$ cat config.mk
export PLATFORM = sky130hd
export DESIGN_NAME = asm_regs_top
export DESIGN_NICKNAME = d
export VERILOG_FILES = /design/src/common/asm_pkg.sv /design/src/logic/asm_sync3.sv /design/src/logic/asm_ready_pin.sv /design/src/logic/asm_regs_top.sv
export SDC_FILE = /design/constraint.sdc
export NUM_CORES = 1
export LEC_CHECK = 0
export BUFFER_PORTS_ARGS = -buffer_cell sky130_fd_sc_hd__buf_2
export CAP_MARGIN = 20
export CORE_UTILIZATION = 31
export CTS_CLUSTER_SIZE = 12
export DETAILED_ROUTE_END_ITERATION = 8
export PLACE_DENSITY = 0.45
export SETUP_SLACK_MARGIN = 0.2
export SLEW_MARGIN = 10
export SYNTH_ARGS = -nofsm -noshare
export SYNTH_HDL_FRONTEND = slang
export SYNTH_SLANG_ARGS = --single-unit
$ cat constraint.sdc
create_clock -name clk_in -period 2 [get_ports clk_in]
set_clock_uncertainty 0.2 [all_clocks]
set_input_delay 0.1 -clock clk_in [delete_from_list [all_inputs] [get_ports clk_in]]
set_output_delay 0.1 -clock clk_in [all_outputs]
set_load 0.05 [all_outputs]
$ cat src/common/asm_pkg.sv
package asm_pkg;
    // register addresses on the serial port
    localparam logic [5:0] ADDR_STATUS = 6'h01;
    localparam logic [5:0] ADDR_MODE = 6'h02;

    localparam logic [15:0] STATUS_RESET = 16'h0500;
    localparam logic [15:0] MODE_RESET = 16'h0510;
    // bits 15:14 are not stored
    localparam logic [15:0] MODE_WRITE_MASK = 16'h3fff;

    localparam int ST_LOCK = 15;
    localparam int ST_RESYNC = 14;
    localparam int ST_REGMAP = 13;
    localparam int ST_CRC_ERR = 12;
    localparam int ST_CRC_TYPE = 11;
    localparam int ST_RESET = 10;
    localparam int ST_WLEN_LO = 8;

    localparam int MD_REG_CRC_EN = 13;
    localparam int MD_RX_CRC_EN = 12;
    localparam int MD_CRC_TYPE = 11;
    localparam int MD_RESET = 10;
    localparam int MD_WLEN_LO = 8;
    localparam int MD_TIMEOUT = 4;
    localparam int MD_SRC_LO = 2;
    localparam int MD_FLOAT = 1;
    localparam int MD_PULSE = 0;

    // frame: 8 command bits (write, spare, 6 address bits), 16 data bits
    localparam int CMD_WRITE = 7;
    localparam logic [4:0] CMD_LAST_BIT = 5'h07;
    localparam logic [4:0] FRAME_LAST_BIT = 5'h17;
    localparam logic [4:0] FRAME_BITS = 5'h18;
    localparam logic [4:0] FIRST_DATA_SHIFT = 5'h09;

    localparam logic [1:0] SRC_LAGGING = 2'h0;
    localparam logic [1:0] SRC_OR = 2'h1;

    localparam int CLK_PERIOD_NS = 10;
    localparam int PULSE_TIME_NS = 100;
    localparam int PULSE_CYCLES = (PULSE_TIME_NS + CLK_PERIOD_NS - 1) / CLK_PERIOD_NS;
    localparam int TIMEOUT_TIME_NS = 1000000;
    localparam int TIMEOUT_CYCLES = TIMEOUT_TIME_NS / CLK_PERIOD_NS;

    localparam logic [2:0] SYNC_RESET = 3'h1;

    // set wins over clear
    function automatic logic sticky(input logic set, input logic clr, input logic q);
        sticky = set | (q & ~clr);
    endfunction
endpackage

$ cat src/logic/asm_sync3.sv
`timescale 1ns/1ps
module asm_sync3 (
    input wire logic clk_in,
    input wire logic rstn_in,
    input wire logic [2:0] raw_in,
    output logic [2:0] stable_out
);
    logic [2:0] s1_r;
    logic [2:0] s2_r;
    logic [2:0] s3_r;
    logic [2:0] stable_nxt;

    // a bit moves only once the last two stages agree
    assign stable_nxt = (~(s2_r ^ s3_r) & s3_r) | ((s2_r ^ s3_r) & stable_out);

    always_ff @(posedge clk_in) begin
        if (!rstn_in) begin
            s1_r <= asm_pkg::SYNC_RESET;
            s2_r <= asm_pkg::SYNC_RESET;
            s3_r <= asm_pkg::SYNC_RESET;
            stable_out <= asm_pkg::SYNC_RESET;
        end else begin
            s1_r <= raw_in;
            s2_r <= s1_r;
            s3_r <= s2_r;
            stable_out <= stable_nxt;
        end
    end
endmodule

$ cat src/logic/asm_ready_pin.sv
`timescale 1ns/1ps
module asm_ready_pin (
    input wire logic clk_in,
    input wire logic rstn_in,
    input wire logic [5:0] new_data_in,
    input wire logic [5:0] chan_enable_in,
    input wire logic [1:0] source_in,
    input wire logic idle_float_in,
    input wire logic pulse_format_in,
    output logic pin_out,
    output logic pin_oe_out
);
    localparam logic [3:0] PULSE_LOAD = 4'(asm_pkg::PULSE_CYCLES);

    logic [5:0] hits;
    logic all_in;
    logic any_in;
    logic avail;
    logic avail_prev_r;
    logic [3:0] pulse_cnt_r;
    logic drive_low;

    assign hits = new_data_in & chan_enable_in;
    assign all_in = (chan_enable_in != 6'h00) && (hits == chan_enable_in);
    assign any_in = hits != 6'h00;
    // source select
    // leading channel is the first to report, so any enabled one
    assign avail = (source_in == asm_pkg::SRC_LAGGING) ? all_in : any_in;
    assign drive_low = pulse_format_in ? (pulse_cnt_r != 4'h0) : avail;

    always_ff @(posedge clk_in) begin
        if (!rstn_in) begin
            avail_prev_r <= 1'b0;
            pulse_cnt_r <= 4'h0;
            pin_out <= 1'b1;
            pin_oe_out <= 1'b1;
        end else begin
            avail_prev_r <= avail;
            if (avail && !avail_prev_r) begin
                pulse_cnt_r <= PULSE_LOAD;
            end else if (pulse_cnt_r != 4'h0) begin
                pulse_cnt_r <= pulse_cnt_r - 4'h1;
            end
            pin_out <= ~drive_low;
            pin_oe_out <= drive_low | ~idle_float_in;
        end
    end
endmodule

$ cat src/logic/asm_regs_top.sv
`timescale 1ns/1ps
// Summary of operation
// - status at 0x01, resets to 0x0500
// - mode at 0x02, resets 0x0510, read/write
// - bit 15 shows interface lock
// - bit 14 set on every resync
// - bit 13 flags configuration checksum change
// - bit 12 flags host data checksum error
// - bit 11 reports checksum polynomial
// - bit 10 set after reset
// - writing mode bit 10 zero clears it
// - bits 9:8 report active word length
// - mode bits 9:8 select word length
// - bits 5:0 per-channel new data
// - mode bit 13 enables configuration checksum
// - mode bit 12 enables input checksum
// - mode bit 11 selects polynomial
// - mode 3:2 select ready pin source
// - mode bit 1 floats idle pin
// - mode bit 0 selects pulse format
module asm_regs_top #(
    parameter int unsigned TIMEOUT_CYCLES = asm_pkg::TIMEOUT_CYCLES
) (
    input wire logic clk_in,
    input wire logic rstn_in,
    input wire logic spi_cs_n_in,
    input wire logic spi_sclk_in,
    input wire logic spi_din_in,
    output logic spi_dout_out,
    output logic spi_dout_oe_out,
    input wire logic lock_in,
    input wire logic resync_in,
    input wire logic regmap_crc_changed_in,
    input wire logic input_crc_error_in,
    input wire logic [5:0] chan_new_data_in,
    input wire logic [5:0] chan_enable_in,
    output logic reg_crc_enable_out,
    output logic input_crc_enable_out,
    output logic crc_poly_ansi_out,
    output logic [1:0] word_size_select_out,
    output logic timeout_enable_out,
    output logic sample_ready_pin_out,
    output logic sample_ready_pin_oe_out
);
    localparam logic [19:0] TIMEOUT_LAST = 20'(TIMEOUT_CYCLES - 1);

    // synchronised pins: bit 0 select, bit 1 clock, bit 2 data
    logic [2:0] pins_raw;
    logic [2:0] pins_s;
    logic cs_s;
    logic sclk_s;
    logic din_s;

    logic sclk_prev_r;
    logic sclk_rise;
    logic sclk_fall;
    logic [4:0] bit_cnt_r;
    logic [23:0] shift_in_r;
    logic [23:0] shift_in_nxt;
    logic [15:0] tx_r;
    logic [5:0] addr_r;
    logic write_cmd_r;
    logic load_pend_r;
    logic [19:0] idle_cnt_r;
    logic timed_out;
    logic frame_end;
    logic frame_write;
    logic [5:0] frame_addr;
    logic [15:0] frame_data;
    logic wr_mode;
    logic status_read;

    logic [15:0] mode_r;
    logic [15:0] mode_nxt;
    logic lock_r;
    logic resync_flag_r;
    logic regmap_flag_r;
    logic crc_err_flag_r;
    logic reset_flag_r;
    logic [5:0] new_data_r;
    logic [15:0] status_word;
    logic [15:0] rd_data;
    logic regmap_set;
    logic crc_err_set;
    logic reset_clr;

    assign pins_raw = {spi_din_in, spi_sclk_in, spi_cs_n_in};

    asm_sync3 u_sync (
        .clk_in(clk_in),
        .rstn_in(rstn_in),
        .raw_in(pins_raw),
        .stable_out(pins_s)
    );

    assign cs_s = pins_s[0];
    assign sclk_s = pins_s[1];
    assign din_s = pins_s[2];
    assign sclk_rise = !cs_s && sclk_s && !sclk_prev_r;
    assign sclk_fall = !cs_s && !sclk_s && sclk_prev_r;

    assign shift_in_nxt = {shift_in_r[22:0], din_s};
    assign frame_end = sclk_rise && (bit_cnt_r == asm_pkg::FRAME_LAST_BIT);
    assign frame_write = shift_in_nxt[16 + asm_pkg::CMD_WRITE];
    assign frame_addr = shift_in_nxt[21:16];
    assign frame_data = shift_in_nxt[15:0];

    assign timed_out = mode_r[asm_pkg::MD_TIMEOUT] && !cs_s && (bit_cnt_r != 5'h00)
        && (idle_cnt_r == TIMEOUT_LAST);

    // status address never decoded for write
    assign wr_mode = frame_end && frame_write && (frame_addr == asm_pkg::ADDR_MODE);
    assign status_read = load_pend_r && !write_cmd_r && (addr_r == asm_pkg::ADDR_STATUS);

    assign status_word = {lock_r, resync_flag_r, regmap_flag_r, crc_err_flag_r,
        mode_r[asm_pkg::MD_CRC_TYPE], reset_flag_r,
        mode_r[asm_pkg::MD_WLEN_LO +: 2], 2'h0, new_data_r};

    assign rd_data = (addr_r == asm_pkg::ADDR_STATUS) ? status_word :
        (addr_r == asm_pkg::ADDR_MODE) ? mode_r : 16'h0000;

    // upper reserved bits dropped; 7:5 kept as written
    assign mode_nxt = frame_data & asm_pkg::MODE_WRITE_MASK;

    assign regmap_set = regmap_crc_changed_in && mode_r[asm_pkg::MD_REG_CRC_EN];
    assign crc_err_set = input_crc_error_in && mode_r[asm_pkg::MD_RX_CRC_EN];
    // zero in bit 10 clears flag
    assign reset_clr = wr_mode && !frame_data[asm_pkg::MD_RESET];

    // serial frame engine
    always_ff @(posedge clk_in) begin
        if (!rstn_in) begin
            sclk_prev_r <= 1'b0;
            bit_cnt_r <= 5'h00;
            shift_in_r <= 24'h000000;
            tx_r <= 16'h0000;
            addr_r <= 6'h00;
            write_cmd_r <= 1'b0;
            load_pend_r <= 1'b0;
            idle_cnt_r <= 20'h00000;
            spi_dout_oe_out <= 1'b0;
        end else begin
            sclk_prev_r <= sclk_s;
            spi_dout_oe_out <= !cs_s;
            if (cs_s || timed_out) begin
                bit_cnt_r <= 5'h00;
                tx_r <= 16'h0000;
                load_pend_r <= 1'b0;
                idle_cnt_r <= 20'h00000;
            end else begin
                if (sclk_rise || sclk_fall) begin
                    idle_cnt_r <= 20'h00000;
                end else if (idle_cnt_r != TIMEOUT_LAST) begin
                    idle_cnt_r <= idle_cnt_r + 20'h00001;
                end
                if (sclk_rise && bit_cnt_r != asm_pkg::FRAME_BITS) begin
                    shift_in_r <= shift_in_nxt;
                    bit_cnt_r <= bit_cnt_r + 5'h01;
                end
                if (sclk_rise && bit_cnt_r == asm_pkg::CMD_LAST_BIT) begin
                    addr_r <= shift_in_nxt[5:0];
                    write_cmd_r <= shift_in_nxt[asm_pkg::CMD_WRITE];
                    load_pend_r <= 1'b1;
                end else if (load_pend_r) begin
                    load_pend_r <= 1'b0;
                end
                // load lags the command by a cycle so the decode sees the new address
                if (load_pend_r) begin
                    tx_r <= write_cmd_r ? 16'h0000 : rd_data;
                end else if (sclk_fall && bit_cnt_r >= asm_pkg::FIRST_DATA_SHIFT) begin
                    tx_r <= {tx_r[14:0], 1'b0};
                end
            end
        end
    end

    assign spi_dout_out = tx_r[15];

    // mode register
    always_ff @(posedge clk_in) begin
        if (!rstn_in) begin
            mode_r <= asm_pkg::MODE_RESET;
        end else if (wr_mode) begin
            mode_r <= mode_nxt;
        end
    end

    // status flags; read of status clears the sticky events
    always_ff @(posedge clk_in) begin
        if (!rstn_in) begin
            lock_r <= 1'b0;
            resync_flag_r <= 1'b0;
            regmap_flag_r <= 1'b0;
            crc_err_flag_r <= 1'b0;
            reset_flag_r <= 1'b1;
            new_data_r <= 6'h00;
        end else begin
            lock_r <= lock_in;
            resync_flag_r <= asm_pkg::sticky(resync_in, status_read, resync_flag_r);
            regmap_flag_r <= asm_pkg::sticky(regmap_set, status_read, regmap_flag_r);
            crc_err_flag_r <= asm_pkg::sticky(crc_err_set, status_read, crc_err_flag_r);
            reset_flag_r <= reset_flag_r & ~reset_clr;
            new_data_r <= chan_new_data_in;
        end
    end

    // configuration outputs follow the mode bits
    always_ff @(posedge clk_in) begin
        if (!rstn_in) begin
            reg_crc_enable_out <= asm_pkg::MODE_RESET[asm_pkg::MD_REG_CRC_EN];
            input_crc_enable_out <= asm_pkg::MODE_RESET[asm_pkg::MD_RX_CRC_EN];
            crc_poly_ansi_out <= asm_pkg::MODE_RESET[asm_pkg::MD_CRC_TYPE];
            word_size_select_out <= asm_pkg::MODE_RESET[asm_pkg::MD_WLEN_LO +: 2];
            timeout_enable_out <= asm_pkg::MODE_RESET[asm_pkg::MD_TIMEOUT];
        end else begin
            reg_crc_enable_out <= mode_r[asm_pkg::MD_REG_CRC_EN];
            input_crc_enable_out <= mode_r[asm_pkg::MD_RX_CRC_EN];
            crc_poly_ansi_out <= mode_r[asm_pkg::MD_CRC_TYPE];
            word_size_select_out <= mode_r[asm_pkg::MD_WLEN_LO +: 2];
            timeout_enable_out <= mode_r[asm_pkg::MD_TIMEOUT];
        end
    end

    asm_ready_pin u_ready (
        .clk_in(clk_in),
        .rstn_in(rstn_in),
        .new_data_in(chan_new_data_in),
        .chan_enable_in(chan_enable_in),
        .source_in(mode_r[asm_pkg::MD_SRC_LO +: 2]),
        .idle_float_in(mode_r[asm_pkg::MD_FLOAT]),
        .pulse_format_in(mode_r[asm_pkg::MD_PULSE]),
        .pin_out(sample_ready_pin_out),
        .pin_oe_out(sample_ready_pin_oe_out)
    );
endmodule

**Word-level counts from Yosys, hierarchy flattened**

Index checks and enable logic that the tools add are counted.
W data, S select, Z words.

- Flip-flop bits (word level): 124
- Input bits: 21

- Add/subtract/negate cells: 3
- Order comparisons: 1
- Equality and inequality tests: 9
- Muxes and demuxes: 10
- Bitwise gates (word level): 20
- Reduce and logical (&&, ||, !) cells: 40

Operators by type and width:

| operator | count |
|---|---|
| $mux W16 | 4 |
| $add A20 B1 Y20 const B | 1 |
| $eq A20 B17 Y1 const B | 1 |
| $logic_and A1 B1 Y1 | 20 |
| $ne A20 B17 Y1 const B | 1 |
| $mux W14 | 1 |
| $eq A6 B2 Y1 const B | 2 |
| $reduce_bool A6 Y1 | 2 |
| $mux W4 | 2 |
| $and A3 B3 Y3 | 2 |
| $and A6 B6 Y6 | 1 |
| $eq A6 B1 Y1 const B | 1 |
| $eq A6 B6 Y1 | 1 |
| $logic_not A1 Y1 | 6 |
| $not A1 Y1 | 6 |
| $add A5 B1 Y5 const B | 1 |
| $eq A5 B3 Y1 const B | 1 |
| $eq A5 B5 Y1 const B | 1 |
| $ge A5 B4 Y1 const B | 1 |
| $ne A5 B5 Y1 const B | 1 |
| $reduce_bool A5 Y1 | 1 |
| $and A1 B1 Y1 | 4 |
| $or A1 B1 Y1 | 4 |
| $reduce_and A2 Y1 | 2 |
| other kinds (11) | 16 |

**Logic depth before layout (Yosys ltp)**

- Depth after elaboration: 9
- Mapped depth: 7
- Mapped depth without buffers: 6

**By module**

Synthesis repeated with hierarchy kept, for this count alone.

- Cell total of the unflattened synthesis: 529
- Area total of the unflattened synthesis: 5137.4 um2

Modules (own cells, without submodules):

| module | times used | cells each | area each (um2) | sequential area each (um2) |
|---|---|---|---|---|
| asm_regs_top | 1 | 456 | 4372.9 | 2102.0 |
| asm_ready_pin | 1 | 42 | 397.9 | 140.1 |
| asm_sync3 | 1 | 31 | 366.6 | 240.2 |

**Worst setup path after synthesis**

Ideal clock, no wire load.

- Path type: flip-flop to flip-flop
- Start point: register idle_cnt_r[0]
- End point: register shift_in_r[0]
- Setup time: 0.072 ns
- Data arrival time: 1.721 ns
- Setup slack: 0.008 ns
- Stages on the path, launching flop included: 8
- Path buffers: 2
- Period minus slack after synthesis: 1.992 ns
- Path through: dfxtp_1 -> ha_1 -> and4_1 -> clkbuf_2 -> nand4_4 -> o21bai_4 -> buf_6 -> mux2i_1

- Longest elaborated chain between the ends: 5

RTL lines:

| element | RTL line | RTL |
|---|---|---|
| start: declaration | asm_regs_top.sv:64 | `logic [19:0] idle_cnt_r;` |
| start signal: assignment | asm_regs_top.sv:154 | `idle_cnt_r <= idle_cnt_r + 20'h00001;` |
| $eq A20 B17 Y1 | asm_regs_top.sv:109 | `&& (idle_cnt_r == TIMEOUT_LAST);` |
| $logic_and A1 B1 Y1 | asm_regs_top.sv:109 |  |
| $logic_or A1 B1 Y1 | asm_regs_top.sv:145 | `if (cs_s \|\| timed_out) begin` |
| $not A1 Y1 (no source line) | - |  |
| $reduce_and A2 Y1 (no source line) | - |  |
| end signal: assignment | asm_regs_top.sv:157 | `shift_in_r <= shift_in_nxt;` |
| end: declaration | asm_regs_top.sv:58 | `logic [23:0] shift_in_r;` |

Every way passes these cells.
A chain may end at the register's enable or synchronous reset.

**Final worst setup path**

- Start point: register bit_cnt_r[0]
- End point: register shift_in_r[18]

- Longest elaborated chain between the ends: 6

RTL lines:

| element | RTL line | RTL |
|---|---|---|
| start: declaration | asm_regs_top.sv:57 | `logic [4:0] bit_cnt_r;` |
| start signal: assignment | asm_regs_top.sv:158 | `bit_cnt_r <= bit_cnt_r + 5'h01;` |
| $reduce_bool A5 Y1 | asm_regs_top.sv:108 | `assign timed_out = mode_r[asm_pkg::MD_TIMEOUT] && !cs_s && (bit_cnt_r != 5'h00)` |
| $logic_and A1 B1 Y1 | asm_regs_top.sv:108 |  |
| $logic_and A1 B1 Y1 | asm_regs_top.sv:109 |  |
| $logic_or A1 B1 Y1 | asm_regs_top.sv:145 |  |
| $not A1 Y1 (no source line) | - |  |
| $reduce_and A2 Y1 (no source line) (*) | - |  |

Every way passes the cells marked *; elsewhere a longest branch is shown, timed or not.

==> results.toml <==
[outcome]
status = "complete, but fails checks"
violations = "setup timing"

[pwr]
swShare_pct = 22.29
p_comb_share_pct = 2.6
p_int_w = 0.004385
p_per_area_nw_per_um2 = 775.2
seqPwrFrac_pct = 44.4
p_leak_nw = 2.890
peakVddDrop_mv = 0.5772
clkPwrFrac_pct = 53.0
switchingPower_w = 0.001258

[critical_path]
crit_path_max_incr_delay_ns = 0.48
critPathCaptureType = "flop"
worst-endpoint-arrival_ns = 2.13
critPathLaunch = "bit_cnt_r[0]"
critPathRequiredTime_ns = 2.09
worst_path_max_delay_cell = "or4b_4"
path_class = "flop to flop"
critPathTopFamily = "simple AND/OR/NAND/NOR gates"
timing.rr.start = "bit_cnt_r[0]"
cp_cell_sequence = "inv_2 -> ha_2 -> or4b_4 -> nand4_4 -> o21bai_4 -> clkbuf_16 -> mux2i_1"
critPathBufInv = 2
start_kind = "flop"
crit_path_max_fanout = 5

[sta]
setup_tns_ns = -0.4965
setup_viol = 25
tightestPinTransition_ns = 0.5868
slew-limit-headroom_pct = 60.88
period_needed_ns = 2.034
hold_viol_final = 0
fmax_ghz = 0.4916
setup_slack_ns = -0.03418
slew_violations = 0
grt_setup_unrepaired = "true"
finalCritPeriodShare_pct = 101.7

[layout]
layout_commonest_cell = "dfxtp_1"
stdcell_count = 870
post_route_cells_drive_above_1_share_pct = 30.77
nNetsFinal = 662
nFillCells = 1609
fin_util_pct = 43.58
num_antenna_cells = 0
syn2layout_area_growth_pct = 36.49
mostFrequentLayoutCells = "dfxtp_1 (113), nand2_1 (55), mux2i_1 (49)"

[flow_run]
drv_cap = 0

[detailed_routing]
via_per_inst = 4.908
drt_wl_total_mm = 13.34
num_vias = 4270
first_pass_iters = 4
detail-route-antenna-nets = 0
wl_per_cell_um = 15.34
route.detailed.drc = 0
drtIter0Drc = 176

[grt]
gr-total-overflow = 0
grt_util_all_layers_pct = 15.05
grt_pass1_vias = 4153
grt_pass1_wl_mm = 20.73
grt_max_degree = 61
antenna_found_initial = 0

[yosys]
yosysTopAreaCell = "dfxtp_1"
synth.net_count = 566
ys_ff_latch = 124
synth-edff-count = 0
async_flop_share_pct = 0
syn_avg_cell_area_um2 = 9.857
synthDistinctLibCells = 67
synthFlopType = "dfxtp_1"
netlist_area_um2 = 5333
synthCells = 541
synth_top_area_share_pct = 46.55
synth_warnings = 0
seq_area_frac_synth_pct = 46.55
synth_area_leaders = "dfxtp_1 (47%), mux2i_1 (9.2%), nand2_1 (3.9%)"

[floorplanning]
start_util_pct = 31.93
dieArea_um2 = 17730
ios = 31
core_area_um2 = 16700
die_w_um = 133.2
die_h_um = 133.2
num_rows = 47

[clock_network]
cts-buffers-inserted = 17
cts-root-buf = "clkbuf_16"
cts_sinks = 124
clkLatencyLatePin_ns = 0.42
clkTransAtPathRegs_ns = 0.06
clk_path_buf_depth = 2
cts_tree = "yes"
htreeDepth = 4

[placed_design]
dp_hpwl_mm = 8.740
io_buffers = 30
gp_congestion = 0.7324
placed_cells = 804

[worst_hold_path]
hp-class = "input pin to flop"
hold_start = "chan_enable_in[5]"
-- path summary, 6_finish.rpt --
| kind | to | slack, ns | cells after the start |
|---|---|---|---|
| worst min register to register | u_sync.s2_r[0] | 0.21 | 1 |
| worst min-delay path | u_ready.avail_prev_r | 0.05 | 5 |
| worst max-delay path | shift_in_r[18] | -0.03 | 7 |
| worst max register to register | shift_in_r[18] | -0.03 | 7 |
-- cells in the mapped netlist, types with 3 or more instances --
master and number:
or4_1 6, ha_1 4, a2111o_1 3, nor3_1 15, inv_1 7, nand3_1 10
xor2_1 12, mux2i_1 49, and4_1 4, nand2b_1 9, a221oi_1 5, a22oi_1 5
a211oi_2 3, buf_6 4, nor4b_1 3, a31oi_1 8, nand4_1 9, clkbuf_1 12
dfxtp_1 124, and3_2 3, buf_2 7, xnor2_1 3, a21oi_1 12, and2_1 20
a211oi_1 10, o2111ai_1 6, or3_1 3, nor3b_1 4, o21ai_0 12, nand2_1 55
nor2b_1 15, nor2_1 47, o32ai_1 3
-- state kept, by name, summed over array words and instances (netlist names), 2 cells and up, named ones only --
register,cells
addr_r,6
bit_cnt_r,5
idle_cnt_r,20
mode_r,14
new_data_r,6
shift_in_r,23
tx_r,16
u_ready.pulse_cnt_r,4
u_sync.s1_r,3
u_sync.s2_r,3
u_sync.s3_r,3
word_size_select_out,2
-- through the flow --
stage / setup WS (ns) / hold slack (ns) / area (um2) / power, W
floorplan: 0.07174 / 0.001471 / 5413 / 0.002629
global route: -0.08426 / 0.06257 / 7278 / 0.005859
CTS: 0.007909 / 0.02573 / 6878 / 0.005731
finish: -0.03418 / 0.04720 / 7278 / 0.005642
global placement: 0.02307 / 0.08576 / 5991 / 0.002685
detailed placement: -0.03109 / 0.09330 / 5991 / 0.002687
-- cell type report --
class | instances | area [um2] | area share (%)
clock buffer | 21 | 471.7 | 6.481
clock inverter | 11 | 110.1 | 1.513
inverter | 9 | 36.28 | 0.4985
multi-input combinational | 381 | 2923 | 40.16
sequential | 124 | 2504 | 34.40
tap | 220 | 275.3 | 3.782
timing repair buffer | 104 | 958.4 | 13.17
-- what timing repair did --
item / in CTS / in global routing
endpoints found under the hold margin: 17 / 0
hold buffers: 14 / 0
setup buffers: 6 / 7
gates resized for setup: 20 / 55
setup endpoints to repair: 75 / 89
pin swaps: 5 / 8
cloned: 1 / 6
-- per-layer routing --
metal  global-route usage [%]  up-vias  wire length (um)
met1                    18.98     2047              6417
met2                    24.58       61              6471
met3                    4.110        8               318
li1                         -     2154                 -
met5                        0        -                 0
met4                    5.492        0               134
-- logic make-up after synthesis --
group / after synthesis / synth area share (%)
compound gates: 84 / 12.04
mux: 49 / 9.198
flops: 124 / 46.55
simple gates: 229 / 25.08
fa+ha+maj: 4 / 0.9386
xor+xnor: 15 / 2.464
buf+inv: 36 / 3.731
-- worst min-delay path: stages --
cell and delay (ns):
buf_2 0.09, a22oi_1 0.08, a31oi_1 0.19, a31oi_1 0.08
nor2_1 0.08
-- power groups by stage --
stage          clock network (W)  registers, W   logic, W
2_1_floorplan                  0       0.00256  0.0000681
3_3_place_gp                   0       0.00256   0.000122
3_5_place_dp                   0       0.00256   0.000123
4_1_cts                  0.00308       0.00251   0.000145
5_1_grt                  0.00319       0.00251   0.000160
6_report                 0.00299       0.00251   0.000144
(Power assumes the default switching activity.)
